<file path="src/exec_pkg.sv">
// Constants and types shared by the subtract/swap execution datapath
package exec_pkg;

    // ------------------------------------------------------------
    // Register byte offsets on the APB slave
    // ------------------------------------------------------------
    localparam logic [7:0] CTRL_OFFSET = 8'h00;
    localparam logic [7:0] ACC_OFFSET = 8'h04;
    localparam logic [7:0] FLAGS_OFFSET = 8'h08;
    localparam logic [7:0] INSTR_OFFSET = 8'h0C;
    localparam logic [7:0] STATUS_OFFSET = 8'h10;
    localparam logic [7:0] STACK_BASE_OFFSET = 8'h14;

    // ------------------------------------------------------------
    // Field positions and widths
    // ------------------------------------------------------------
    localparam int CTRL_EXT_BIT = 0;
    localparam int CTRL_BANK_LSB = 8;
    localparam int BANK_W = 4;
    localparam int DATA_ADDR_W = 12;
    localparam int FLAG_W = 5;
    localparam int FLAG_BORROW = 0;
    localparam int FLAG_HALF = 1;
    localparam int FLAG_CLEAR = 2;
    localparam int FLAG_WRAP = 3;
    localparam int FLAG_MSB = 4;
    localparam int STATUS_BUSY_BIT = 0;
    localparam int STATUS_ILLEGAL_BIT = 1;
    localparam int OPC_LSB = 10;
    localparam int RESULT_SEL_BIT = 9;
    localparam int MEM_SEL_BIT = 8;

    // ------------------------------------------------------------
    // Opcodes and address decode limits
    // ------------------------------------------------------------
    localparam logic [5:0] SUB_BORROW_OPCODE = 6'h16;
    localparam logic [5:0] NIBBLE_EXCHANGE_OPCODE = 6'h0E;
    localparam logic [7:0] STACK_REL_LIMIT = 8'h5F;
    localparam logic [7:0] SHARED_SPLIT = 8'h60;
    localparam logic [3:0] SHARED_LOW_PAGE = 4'h0;
    localparam logic [3:0] SHARED_HIGH_PAGE = 4'hF;

    // ------------------------------------------------------------
    // Reset values and timing
    // ------------------------------------------------------------
    localparam logic [7:0] ACC_RESET = 8'h00;
    localparam logic [4:0] FLAGS_RESET = 5'h00;
    localparam logic [3:0] BANK_RESET = 4'h0;
    localparam logic [11:0] STACK_BASE_RESET = 12'h000;
    localparam logic [15:0] INSTR_RESET = 16'h0000;
    localparam int PHASE_DIVISOR = 1;
    localparam int PHASES_PER_CYCLE = 4;

    typedef enum logic [2:0] {
        ST_IDLE,
        ST_DECODE,
        ST_READ,
        ST_PROCESS,
        ST_WRITE
    } exec_state_type;

    typedef enum logic [1:0] {
        OP_NONE,
        OP_SUB_BORROW,
        OP_NIBBLE_EXCHANGE
    } op_kind_type;

endpackage

</file>
<file path="src/sub_swap_exec.sv">
// Execution datapath for subtract-with-borrow and nibble exchange
//
// The register offsets and the APB register port were chosen for this implementation.
`timescale 1ns/1ns
`default_nettype none
module sub_swap_exec #(
    parameter int PHASE_DIVISOR = exec_pkg::PHASE_DIVISOR
) (
    input wire logic pclk,
    input wire logic presetn,
    input wire logic psel,
    input wire logic penable,
    input wire logic pwrite,
    input wire logic [7:0] paddr,
    input wire logic [31:0] pwdata,
    output logic [31:0] prdata,
    output logic pready,
    output logic pslverr,
    output logic [11:0] mem_addr,
    output logic mem_rd_en,
    output logic mem_wr_en,
    output logic [7:0] mem_wdata,
    input wire logic [7:0] mem_rdata
);
    // ------------------------------------------------------------
    // State
    // ------------------------------------------------------------
    exec_pkg::exec_state_type state_reg;
    exec_pkg::op_kind_type op_kind_reg;
    logic [31:0] prdata_reg;
    logic pready_reg;
    logic pslverr_reg;
    logic [11:0] mem_addr_reg;
    logic mem_rd_en_reg;
    logic mem_wr_en_reg;
    logic [7:0] mem_wdata_reg;
    logic ext_enable_reg;
    logic [3:0] bank_pointer_reg;
    logic [11:0] stack_base_reg;
    logic [7:0] acc_reg;
    logic [4:0] flags_reg;
    logic [4:0] flags_pend_reg;
    logic [15:0] instr_reg;
    logic illegal_reg;
    logic [7:0] operand_reg;
    logic [7:0] result_reg;
    logic result_sel_reg;

    logic phase_tick;
    logic busy;
    logic setup_phase;
    logic write_done;
    logic issue_ok;
    logic mapped;
    logic [5:0] opcode;
    logic [7:0] reg_addr;
    logic [11:0] data_address;
    logic [7:0] alu_difference;
    logic [4:0] alu_flags;
    logic [7:0] swapped;

    assign prdata = prdata_reg;
    assign pready = pready_reg;
    assign pslverr = pslverr_reg;
    assign mem_addr = mem_addr_reg;
    assign mem_rd_en = mem_rd_en_reg;
    assign mem_wr_en = mem_wr_en_reg;
    assign mem_wdata = mem_wdata_reg;

    // ------------------------------------------------------------
    // Submodules
    // ------------------------------------------------------------
    assign busy = (state_reg != exec_pkg::ST_IDLE);

    phase_tick_gen #(
        .DIVISOR(PHASE_DIVISOR)
    ) u_phase (
        .pclk(pclk),
        .presetn(presetn),
        .run(busy),
        .tick(phase_tick)
    );

    borrow_subtractor u_sub (
        .minuend(operand_reg),
        .subtrahend(acc_reg),
        .borrow_in(flags_reg[exec_pkg::FLAG_BORROW]),
        .difference(alu_difference),
        .flags(alu_flags)
    );

    assign swapped = {operand_reg[3:0], operand_reg[7:4]};

    // ------------------------------------------------------------
    // APB slave
    // ------------------------------------------------------------
    assign setup_phase = psel && !penable;
    assign write_done = psel && penable && pready_reg && pwrite;
    assign mapped = (paddr == exec_pkg::CTRL_OFFSET)
        || (paddr == exec_pkg::ACC_OFFSET)
        || (paddr == exec_pkg::FLAGS_OFFSET)
        || (paddr == exec_pkg::INSTR_OFFSET)
        || (paddr == exec_pkg::STATUS_OFFSET)
        || (paddr == exec_pkg::STACK_BASE_OFFSET);
    // A new word is refused while one is still executing
    assign issue_ok = write_done && (paddr == exec_pkg::INSTR_OFFSET) && !busy;

    // Zero wait states: ready and answer are set up during the setup cycle
    always_ff @(posedge pclk or negedge presetn) begin
        if (!presetn) begin
            pready_reg <= 1'b0;
            pslverr_reg <= 1'b0;
        end else begin
            pready_reg <= setup_phase;
            pslverr_reg <= setup_phase && !mapped;
        end
    end

    // Read data, taken from the state at the setup edge
    always_ff @(posedge pclk or negedge presetn) begin
        if (!presetn) begin
            prdata_reg <= 32'h00000000;
        end else if (setup_phase && !pwrite) begin
            unique case (paddr)
                exec_pkg::CTRL_OFFSET: prdata_reg <= {20'h00000,
                    bank_pointer_reg, 7'h00, ext_enable_reg};
                exec_pkg::ACC_OFFSET: prdata_reg <= {24'h000000, acc_reg};
                exec_pkg::FLAGS_OFFSET: prdata_reg <= {27'h0000000, flags_reg};
                exec_pkg::INSTR_OFFSET: prdata_reg <= {16'h0000, instr_reg};
                exec_pkg::STATUS_OFFSET: prdata_reg <= {30'h00000000,
                    illegal_reg, busy};
                exec_pkg::STACK_BASE_OFFSET: prdata_reg <= {20'h00000,
                    stack_base_reg};
                default: prdata_reg <= 32'h00000000;
            endcase
        end
    end

    // Configuration registers
    always_ff @(posedge pclk or negedge presetn) begin
        if (!presetn) begin
            ext_enable_reg <= 1'b0;
            bank_pointer_reg <= exec_pkg::BANK_RESET;
            stack_base_reg <= exec_pkg::STACK_BASE_RESET;
        end else if (write_done && paddr == exec_pkg::CTRL_OFFSET) begin
            ext_enable_reg <= pwdata[exec_pkg::CTRL_EXT_BIT];
            bank_pointer_reg <= pwdata[exec_pkg::CTRL_BANK_LSB +: 4];
        end else if (write_done && paddr == exec_pkg::STACK_BASE_OFFSET) begin
            stack_base_reg <= pwdata[11:0];
        end
    end

    // Instruction word and unknown-opcode flag
    always_ff @(posedge pclk or negedge presetn) begin
        if (!presetn) begin
            instr_reg <= exec_pkg::INSTR_RESET;
            illegal_reg <= 1'b0;
        end else if (issue_ok) begin
            instr_reg <= pwdata[15:0];
            illegal_reg <= 1'b0;
        end else if (state_reg == exec_pkg::ST_DECODE && phase_tick
            && opcode != exec_pkg::SUB_BORROW_OPCODE
            && opcode != exec_pkg::NIBBLE_EXCHANGE_OPCODE) begin
            illegal_reg <= 1'b1;
        end
    end

    // ------------------------------------------------------------
    // Decode and address formation
    // ------------------------------------------------------------
    assign opcode = instr_reg[exec_pkg::OPC_LSB +: 6];
    assign reg_addr = instr_reg[7:0];

    // Banked, stack-relative or shared page, in that order of test
    always_comb begin
        if (instr_reg[exec_pkg::MEM_SEL_BIT]) begin
            data_address = {bank_pointer_reg, reg_addr};
        end else if (ext_enable_reg
            && reg_addr <= exec_pkg::STACK_REL_LIMIT) begin
            data_address = stack_base_reg + {4'h0, reg_addr};
        end else if (reg_addr < exec_pkg::SHARED_SPLIT) begin
            data_address = {exec_pkg::SHARED_LOW_PAGE, reg_addr};
        end else begin
            data_address = {exec_pkg::SHARED_HIGH_PAGE, reg_addr};
        end
    end

    // ------------------------------------------------------------
    // Phase sequencer
    // ------------------------------------------------------------
    // One phase per tick; a word decoded as neither opcode stops early
    always_ff @(posedge pclk or negedge presetn) begin
        if (!presetn) begin
            state_reg <= exec_pkg::ST_IDLE;
        end else begin
            unique case (state_reg)
                exec_pkg::ST_IDLE: begin
                    if (issue_ok) begin
                        state_reg <= exec_pkg::ST_DECODE;
                    end
                end
                exec_pkg::ST_DECODE: begin
                    if (phase_tick) begin
                        if (opcode == exec_pkg::SUB_BORROW_OPCODE
                            || opcode == exec_pkg::NIBBLE_EXCHANGE_OPCODE) begin
                            state_reg <= exec_pkg::ST_READ;
                        end else begin
                            state_reg <= exec_pkg::ST_IDLE;
                        end
                    end
                end
                exec_pkg::ST_READ: begin
                    if (phase_tick) begin
                        state_reg <= exec_pkg::ST_PROCESS;
                    end
                end
                exec_pkg::ST_PROCESS: begin
                    if (phase_tick) begin
                        state_reg <= exec_pkg::ST_WRITE;
                    end
                end
                exec_pkg::ST_WRITE: begin
                    if (phase_tick) begin
                        state_reg <= exec_pkg::ST_IDLE;
                    end
                end
            endcase
        end
    end

    // Opcode match and destination select, latched in the decode phase
    always_ff @(posedge pclk or negedge presetn) begin
        if (!presetn) begin
            op_kind_reg <= exec_pkg::OP_NONE;
            result_sel_reg <= 1'b1;
        end else if (state_reg == exec_pkg::ST_DECODE && phase_tick) begin
            result_sel_reg <= instr_reg[exec_pkg::RESULT_SEL_BIT];
            if (opcode == exec_pkg::SUB_BORROW_OPCODE) begin
                op_kind_reg <= exec_pkg::OP_SUB_BORROW;
            end else if (opcode == exec_pkg::NIBBLE_EXCHANGE_OPCODE) begin
                op_kind_reg <= exec_pkg::OP_NIBBLE_EXCHANGE;
            end else begin
                op_kind_reg <= exec_pkg::OP_NONE;
            end
        end
    end

    // Register file read: strobe for one cycle at the start of read phase
    always_ff @(posedge pclk or negedge presetn) begin
        if (!presetn) begin
            mem_addr_reg <= 12'h000;
            mem_rd_en_reg <= 1'b0;
            operand_reg <= 8'h00;
        end else if (state_reg == exec_pkg::ST_DECODE && phase_tick
            && (opcode == exec_pkg::SUB_BORROW_OPCODE
            || opcode == exec_pkg::NIBBLE_EXCHANGE_OPCODE)) begin
            mem_addr_reg <= data_address;
            mem_rd_en_reg <= 1'b1;
        end else if (mem_rd_en_reg) begin
            operand_reg <= mem_rdata;
            mem_rd_en_reg <= 1'b0;
        end
    end

    // Process phase: the operand is stable here, so the result is latched
    always_ff @(posedge pclk or negedge presetn) begin
        if (!presetn) begin
            result_reg <= 8'h00;
            flags_pend_reg <= exec_pkg::FLAGS_RESET;
        end else if (state_reg == exec_pkg::ST_PROCESS && phase_tick) begin
            if (op_kind_reg == exec_pkg::OP_SUB_BORROW) begin
                result_reg <= alu_difference;
                flags_pend_reg <= alu_flags;
            end else begin
                result_reg <= swapped;
            end
        end
    end

    // Write phase toward the register file; the strobe lasts one cycle
    always_ff @(posedge pclk or negedge presetn) begin
        if (!presetn) begin
            mem_wr_en_reg <= 1'b0;
            mem_wdata_reg <= 8'h00;
        end else if (state_reg == exec_pkg::ST_WRITE && phase_tick
            && result_sel_reg) begin
            mem_wr_en_reg <= 1'b1;
            mem_wdata_reg <= result_reg;
        end else begin
            mem_wr_en_reg <= 1'b0;
        end
    end

    // Accumulator; software writes are ignored while busy to avoid a race
    always_ff @(posedge pclk or negedge presetn) begin
        if (!presetn) begin
            acc_reg <= exec_pkg::ACC_RESET;
        end else if (state_reg == exec_pkg::ST_WRITE && phase_tick
            && !result_sel_reg) begin
            acc_reg <= result_reg;
        end else if (!busy && write_done
            && paddr == exec_pkg::ACC_OFFSET) begin
            acc_reg <= pwdata[7:0];
        end
    end

    // Status flags change only for the subtract or a software write while idle
    always_ff @(posedge pclk or negedge presetn) begin
        if (!presetn) begin
            flags_reg <= exec_pkg::FLAGS_RESET;
        end else if (state_reg == exec_pkg::ST_WRITE && phase_tick
            && op_kind_reg == exec_pkg::OP_SUB_BORROW) begin
            flags_reg <= flags_pend_reg;
        end else if (!busy && write_done
            && paddr == exec_pkg::FLAGS_OFFSET) begin
            flags_reg <= pwdata[exec_pkg::FLAG_W-1:0];
        end
    end

    // ------------------------------------------------------------
    // Checks
    // ------------------------------------------------------------
    localparam int BUSY_LAST = exec_pkg::PHASES_PER_CYCLE * PHASE_DIVISOR - 1;
    logic [15:0] busy_cnt;
    logic op_legal;

    // Word matches one of the two opcodes, so a memory read must follow
    assign op_legal = (opcode == exec_pkg::SUB_BORROW_OPCODE)
        || (opcode == exec_pkg::NIBBLE_EXCHANGE_OPCODE);

    always_ff @(posedge pclk or negedge presetn) begin
        if (!presetn) begin
            busy_cnt <= 16'h0000;
        end else if (busy) begin
            busy_cnt <= busy_cnt + 16'h0001;
        end else begin
            busy_cnt <= 16'h0000;
        end
    end
endmodule
`default_nettype wire

</file>
<file path="src/phase_tick_gen.sv">
// Divider giving one enable pulse per instruction phase
`timescale 1ns/1ns
`default_nettype none
module phase_tick_gen #(
    parameter int DIVISOR = exec_pkg::PHASE_DIVISOR
) (
    input wire logic pclk,
    input wire logic presetn,
    input wire logic run,
    output logic tick
);
    localparam int CW = $clog2(DIVISOR + 1);
    localparam logic [CW-1:0] LAST = CW'(DIVISOR - 1);

    logic [CW-1:0] count_reg;

    // Restart while idle so the first phase of an instruction is full length
    always_ff @(posedge pclk or negedge presetn) begin
        if (!presetn) begin
            count_reg <= '0;
        end else if (!run || count_reg == LAST) begin
            count_reg <= '0;
        end else begin
            count_reg <= count_reg + 1'b1;
        end
    end

    assign tick = run && (count_reg == LAST);
endmodule
`default_nettype wire

</file>
<file path="src/borrow_subtractor.sv">
// Eight-bit subtract with borrow and its status flags
`timescale 1ns/1ns
`default_nettype none
module borrow_subtractor (
    input wire logic [7:0] minuend,
    input wire logic [7:0] subtrahend,
    input wire logic borrow_in,
    output logic [7:0] difference,
    output logic [4:0] flags
);
    logic [8:0] full_sum;
    logic [4:0] low_sum;

    // Adding the inverse plus carry is the two's complement subtract
    assign full_sum = {1'b0, minuend} + {1'b0, ~subtrahend} + {8'h00, borrow_in};
    assign low_sum = {1'b0, minuend[3:0]} + {1'b0, ~subtrahend[3:0]}
        + {4'h0, borrow_in};
    assign difference = full_sum[7:0];

    // Carry out set means no borrow was taken
    always_comb begin
        flags = exec_pkg::FLAGS_RESET;
        flags[exec_pkg::FLAG_BORROW] = full_sum[8];
        flags[exec_pkg::FLAG_HALF] = low_sum[4];
        flags[exec_pkg::FLAG_CLEAR] = (full_sum[7:0] == 8'h00);
        flags[exec_pkg::FLAG_WRAP] = (minuend[7] != subtrahend[7])
            && (full_sum[7] != minuend[7]);
        flags[exec_pkg::FLAG_MSB] = full_sum[7];
    end
endmodule
`default_nettype wire

</file>
<file path="config.mk">
export PLATFORM = sky130hd
export DESIGN_NAME = sub_swap_exec
export DESIGN_NICKNAME = d
export VERILOG_FILES = /design/src/exec_pkg.sv /design/src/sub_swap_exec.sv /design/src/phase_tick_gen.sv /design/src/borrow_subtractor.sv
export SDC_FILE = /design/constraint.sdc
export NUM_CORES = 1
export LEC_CHECK = 0
export BUFFER_PORTS_ARGS = -buffer_cell sky130_fd_sc_hd__buf_2
export CAP_MARGIN = 20
export CORE_ASPECT_RATIO = 1.2
export CORE_MARGIN = 2
export CORE_UTILIZATION = 45
export CTS_BUF_LIST = sky130_fd_sc_hd__clkbuf_16
export DETAILED_ROUTE_END_ITERATION = 8
export MAX_ROUTING_LAYER = met4
export PLACE_DENSITY = 0.67
export SETUP_SLACK_MARGIN = 0.1
export SLEW_MARGIN = 40
export SYNTH_ARGS = -nofsm -noshare
export SYNTH_HDL_FRONTEND = slang
export SYNTH_SLANG_ARGS = --single-unit
</file>
<file path="constraint.sdc">
create_clock -name pclk -period 2.7 [get_ports pclk]
set_input_delay 0.27 -clock pclk [delete_from_list [all_inputs] [get_ports pclk]]
set_output_delay 0.27 -clock pclk [all_outputs]
set_load 0.01 [all_outputs]
</file>
* After elaboration in Yosys (flattened, before gate mapping)
Index checks and enable logic that the tools add are counted.
** Cells by class
- Add/sub/neg operators :: 6
- Order comparisons :: 2
- Eq/ne operators :: 21
- Mux-type cells :: 23
- Bitwise gates (word level) :: 5
- Reduce and logical (&&, ||, !) cells :: 48
** Operators with widths (number)
- $pmux W16 S6 :: 1
- $mux W12 :: 3
- $logic_and A1 B1 Y1 :: 25
- $mux W8 :: 3
- $eq A8 B4 Y1 const B :: 2
- $eq A8 B5 Y1 const B :: 2
- $logic_not A8 Y1 :: 2
- $mux W3 :: 5
- $pmux W3 S5 :: 1
- $add A12 B8 Y12 :: 1
- $mux W5 :: 2
- $ne A2 B2 Y1 const B :: 5
- $add A8 B8 Y9 :: 1
- $add A9 B1 Y9 :: 1
- $eq A8 B3 Y1 const B :: 1
- $le A8 B7 Y1 const B :: 1
- $lt A8 B7 Y1 const B :: 1
- $not A8 Y8 :: 1
- $logic_or A1 B1 Y1 :: 7
- $eq A3 B2 Y1 const B :: 2
- $eq A6 B4 Y1 const B :: 1
- $eq A6 B5 Y1 const B :: 1
- $mux W2 :: 3
- $ne A6 B4 Y1 const B :: 1
- 17 further kinds :: 32
** Storage, ports and cells
- Register bits :: 131
- Bits of input ports :: 53

* Depth between registers and ports, before layout
- Depth in word-level cells :: 8
- Depth in mapped cells :: 9

* By module
A second synthesis with hierarchy kept.
** Unflattened totals
- Cells, all modules :: 582
- Area total of the unflattened synthesis :: 6223.5 µm²
** Modules (own cells, without submodules)
- sub_swap_exec :: instances 1, cells an instance 519, area an instance 5714.2 µm², sequential area each 2854.0 µm²
- borrow_subtractor :: instances 1, cells an instance 60, area an instance 466.7 µm², sequential area each 0.0 µm²
- phase_tick_gen :: instances 1, cells an instance 3, area an instance 42.5 µm², sequential area each 25.0 µm²

* Least setup slack after synthesis
OpenSTA, ideal clock, no wires.
- Path type :: register to register
- From :: reg acc_reg[0]
- To :: reg flags_pend_reg[2]
- Arrival time :: 2.237 ns
- Path slack :: 0.386 ns
- Stages on the path, launching flop included :: 10
- Path buffers :: 0
- Period minus slack after synthesis :: 2.314 ns
- Cell sequence :: dfrtp_1 inv_1 fa_1 fa_1 a211oi_1 o21ai_0 o21ai_0 xnor2_1 or3_1 o21ai_1
** On the way
- Word-level cells in the longest chain between the ends :: 4
** RTL lines
- start: declaration :: RTL line sub_swap_exec.sv:40 : logic [7:0] acc_reg;
- start signal: assignment :: RTL line sub_swap_exec.sv:297 : acc_reg <= exec_pkg::ACC_RESET;
- start signal: assignment :: RTL line sub_swap_exec.sv:300 : acc_reg <= result_reg;
- start signal: assignment :: RTL line sub_swap_exec.sv:303 : acc_reg <= pwdata[7:0];
- $not A8 Y8 :: RTL line borrow_subtractor.sv:15 : assign full_sum = {1'b0, minuend} + {1'b0, ~subtrahend} + {8'h00, borrow_in};
- $add A8 B8 Y9 :: RTL line borrow_subtractor.sv:15
- $add A9 B1 Y9 :: RTL line borrow_subtractor.sv:15
- $logic_not A8 Y1 :: RTL line borrow_subtractor.sv:25 : flags[exec_pkg::FLAG_CLEAR] = (full_sum[7:0] == 8'h00);
- end signal: assignment :: RTL line sub_swap_exec.sv:269 : flags_pend_reg <= exec_pkg::FLAGS_RESET;
- end signal: assignment :: RTL line sub_swap_exec.sv:273 : flags_pend_reg <= alu_flags;
- end: declaration :: RTL line sub_swap_exec.sv:42 : logic [4:0] flags_pend_reg;
Every way passes these cells.
A chain may end at the register's enable or synchronous reset.

* Final worst setup path
Same ends and word-level chain as after synthesis.

==> metrics.md <==
| Metric | Value |
|---|---|
| GPL Wtd Cong | `0.9518` |
| 1st-iter DRT viols | `314` |
| Clk_skew | `6.170 ps` |
| DIE WIDTH | `110.1 um` |
| Synthesized cell area | `6077 um^2` |
| Fin nets | `just over 700` |
| Most common cell after layout, fill and taps aside | `dfrtp_1` |
| CTS Buf Count | `17` |
| Final period util | `94.30%` |
| Warnings from Yosys | `0` |
| Wire length per cell | `17.75 um` |
| Worst hold slack | `~88 ps` |
| Critical Path RT | `3040 ps` |
| Area Overhead vs Synth | `18.34%` |
| Setup Viol. Count Final | `0` |
| Tightest Pin Transition | `696.3 ps` |
| Clk slew on worst S/H paths | `around 60 ps` |
| Setup_tns | `0 ps` |
| Post-CTS Setup Bufs | `0` |
| Slew Viols, Final | `0` |
| Initial Util | `46.11%` |
| Min cycle time layout | `approximately 2500 ps` |
| Vias in the first global route | `4592` |
| Hold Path Stages | `2` |
| FF+latch count, synth | `115` |
| Core area | `13180 um^2` |
| EDFF count, synth | `0` |
| Post-synthesis cell type count | `63` |
| Initial antenna violation count | `0` |
| Post-route cell area | `roughly 7200 um^2` |
| Critical Path AT | `around 2900 ps` |
| Peak VDD IR | `293.9 uV` |
| Post-DP Area | `roughly 6600 um^2` |
| Area of the multi-input gates | `2998 um^2` |
| I/O Buffers | `76` |
| Post-synth top flop | `dfrtp_1` |
| Die ar. | `around 14000 um^2` |
| Die Y-Extent | `~130 um` |
| Routed Antenna Nets | `0` |
| Num Clock Sinks | `between 100 and 150` |
| Sequential fraction of the synthesis area | `a little under half` |
| Setup crit start kind | `flip-flop` |
| H-tree Lvls | `4` |
| Asr flop ratio synth | `100.0%` |
| R2r worst-path depth | `9` |
| Detail Placement HPWL | `between 10 and 15 mm` |
| Max Clk Rate | `between 0.3 and 0.4 GHz` |
| Crit path max fanout | `3` |
| Slew HR | `53.58%` |
| LEAKAGE | `3.476 nW` |
| Most frequent cells in the layout | `114 x dfrtp_1, 75 x buf_2, 66 x nand2_1` |
| Routed wire length | `14.85 mm` |
| Status | `finished clean` |
| Initial DRT Pass Iterations | `5` |
| Syn avg cell area | `10.66 um^2` |
| CTS tree | `built` |
| Total GRT Usage | `~22%` |
| Critical path class | `reg2reg` |
| CP Capture Type | `flip-flop` |
| N_diodes | `0` |
| Via count | `4579` |
| Post-synthesis cell count | `between 500 and 600` |
| DRC violations left | `0` |
| Pin count of the biggest net entering global routing | `72` |
| Reg area | `2879 um^2` |
| Share of post-route cells with drive strength above 1 | `27.20%` |
| Worst min path class | `in2reg` |
| RSZ-0062 raised after global routing | `no` |
| Clock latency on the worst-skew pair | `410 ps` |
| Filler cell count | `between 1000 and 1500` |
| Vias/cell | `about 5.5` |
| Final hold vios | `0` |
| PwrDens | `578.3 nW/um^2` |
| First-pass GRT wire length | `23.73 mm` |
| Std-Cell Rows | `46` |
| Max Cap Viol | `0` |
| CTS max path bufs | `2` |
| GRT Residual Overflow | `0` |
| I/O pin count | `109` |
| CTS root buf | `clkbuf_16` |
-- repair_timing --
item | CTS | global route
hold buffers | 1 | 0
gates resized for setup | 0 | 1
endpoints found under the setup margin | 0 | 1
endpoints found under the hold margin | 43 | 0
-- final cells by class --
cell class | instances | share of cell area [%]
clock inverter | 15 | 2.088
multi-input combinational | 419 | 41.68
timing repair buffer | 84 | 6.367
clock buffer | 17 | 5.915
inverter | 19 | 0.9916
sequential | 115 | 40.03
tap | 168 | 2.923
-- routing by layer --
layer	wire length, um	share of wire, %	track usage (%)	up-vias
met5	0	0	-	-
met4	401	2.7	8.509	0
met3	774	5.2	4.266	31
met2	7443	50	34.94	152
met1	6234	42	27.48	2224
li1	-	-	-	2172
-- kinds of logic (layout without fill, tap and decap cells) --
kind of cell    count (synthesis)  after routing  synth area share [%]
compound gates                124            124                 12.56
xor+xnor                       17             17                 2.450
fa+ha+maj                      18             18                 4.077
buf+inv                        52            135                 4.447
flops                         115            115                 47.38
mux                            79             79                 14.64
other cells                     1             17               0.06171
simple gates                  164            164                 14.39
-- metrics by stage --
step,utilization [%],total power (W),instances,worst slack (ps)
after floorplan,-,0.001901,586,386.2
after global placement,50.05,0.001985,804,242.2
after detailed placement,50.10,0.001992,804,126.2
after CTS,54.55,0.004184,837,106.4
after global routing,54.57,0.004303,837,107.8
final,54.57,0.004159,837,153.9
-- critical path, cell delays in order (launching register included) --
cell      delay (ps)
dfrtp_1          390
inv_1             80
fa_1             490
fa_2             390
a211oi_1         260
o21ai_0          170
o21ai_0          130
xnor2_1          100
or3_1            340
o21ai_1          110
-- report_power, final --
group / internal [W] / switching [W]
sequential: 0.00174 / 0.0000169
clock: 0.00142 / 0.000773
combinational: 0.0000739 / 0.000135
total: 0.00323 / 0.000925
-- path summary, 6_finish.rpt --
check / startpoint / end / slack, ps
worst max-delay path: acc_reg[0] / flags_pend_reg[2] / 150
worst min-delay path: mem_rdata[1] / operand_reg[1] / 90
worst max register to register: acc_reg[0] / flags_pend_reg[2] / 150
worst min register to register: prdata[15] / prdata[15] / 460
max in group asynchronous: presetn / operand_reg[2] / 1510
min in group asynchronous: presetn / mem_addr[8] / 410
-- Yosys cell counts (all sizes together) (9+ instances only) --
cell,n,share of area [%]
dfrtp,114,47
nand2,70,4.7
mux2,49,9.7
o21ai,45,3.7
nor2,38,2.7
a21oi,30,2.5
mux2i,30,4.9
buf,24,2.7
inv,18,1.1
ha,15,3.1
nand2b,10,1.1
nand3,10,0.82
clkbuf,9,0.56
xor2,9,1.3
Note: power is estimated with default switching activity, not from simulation.
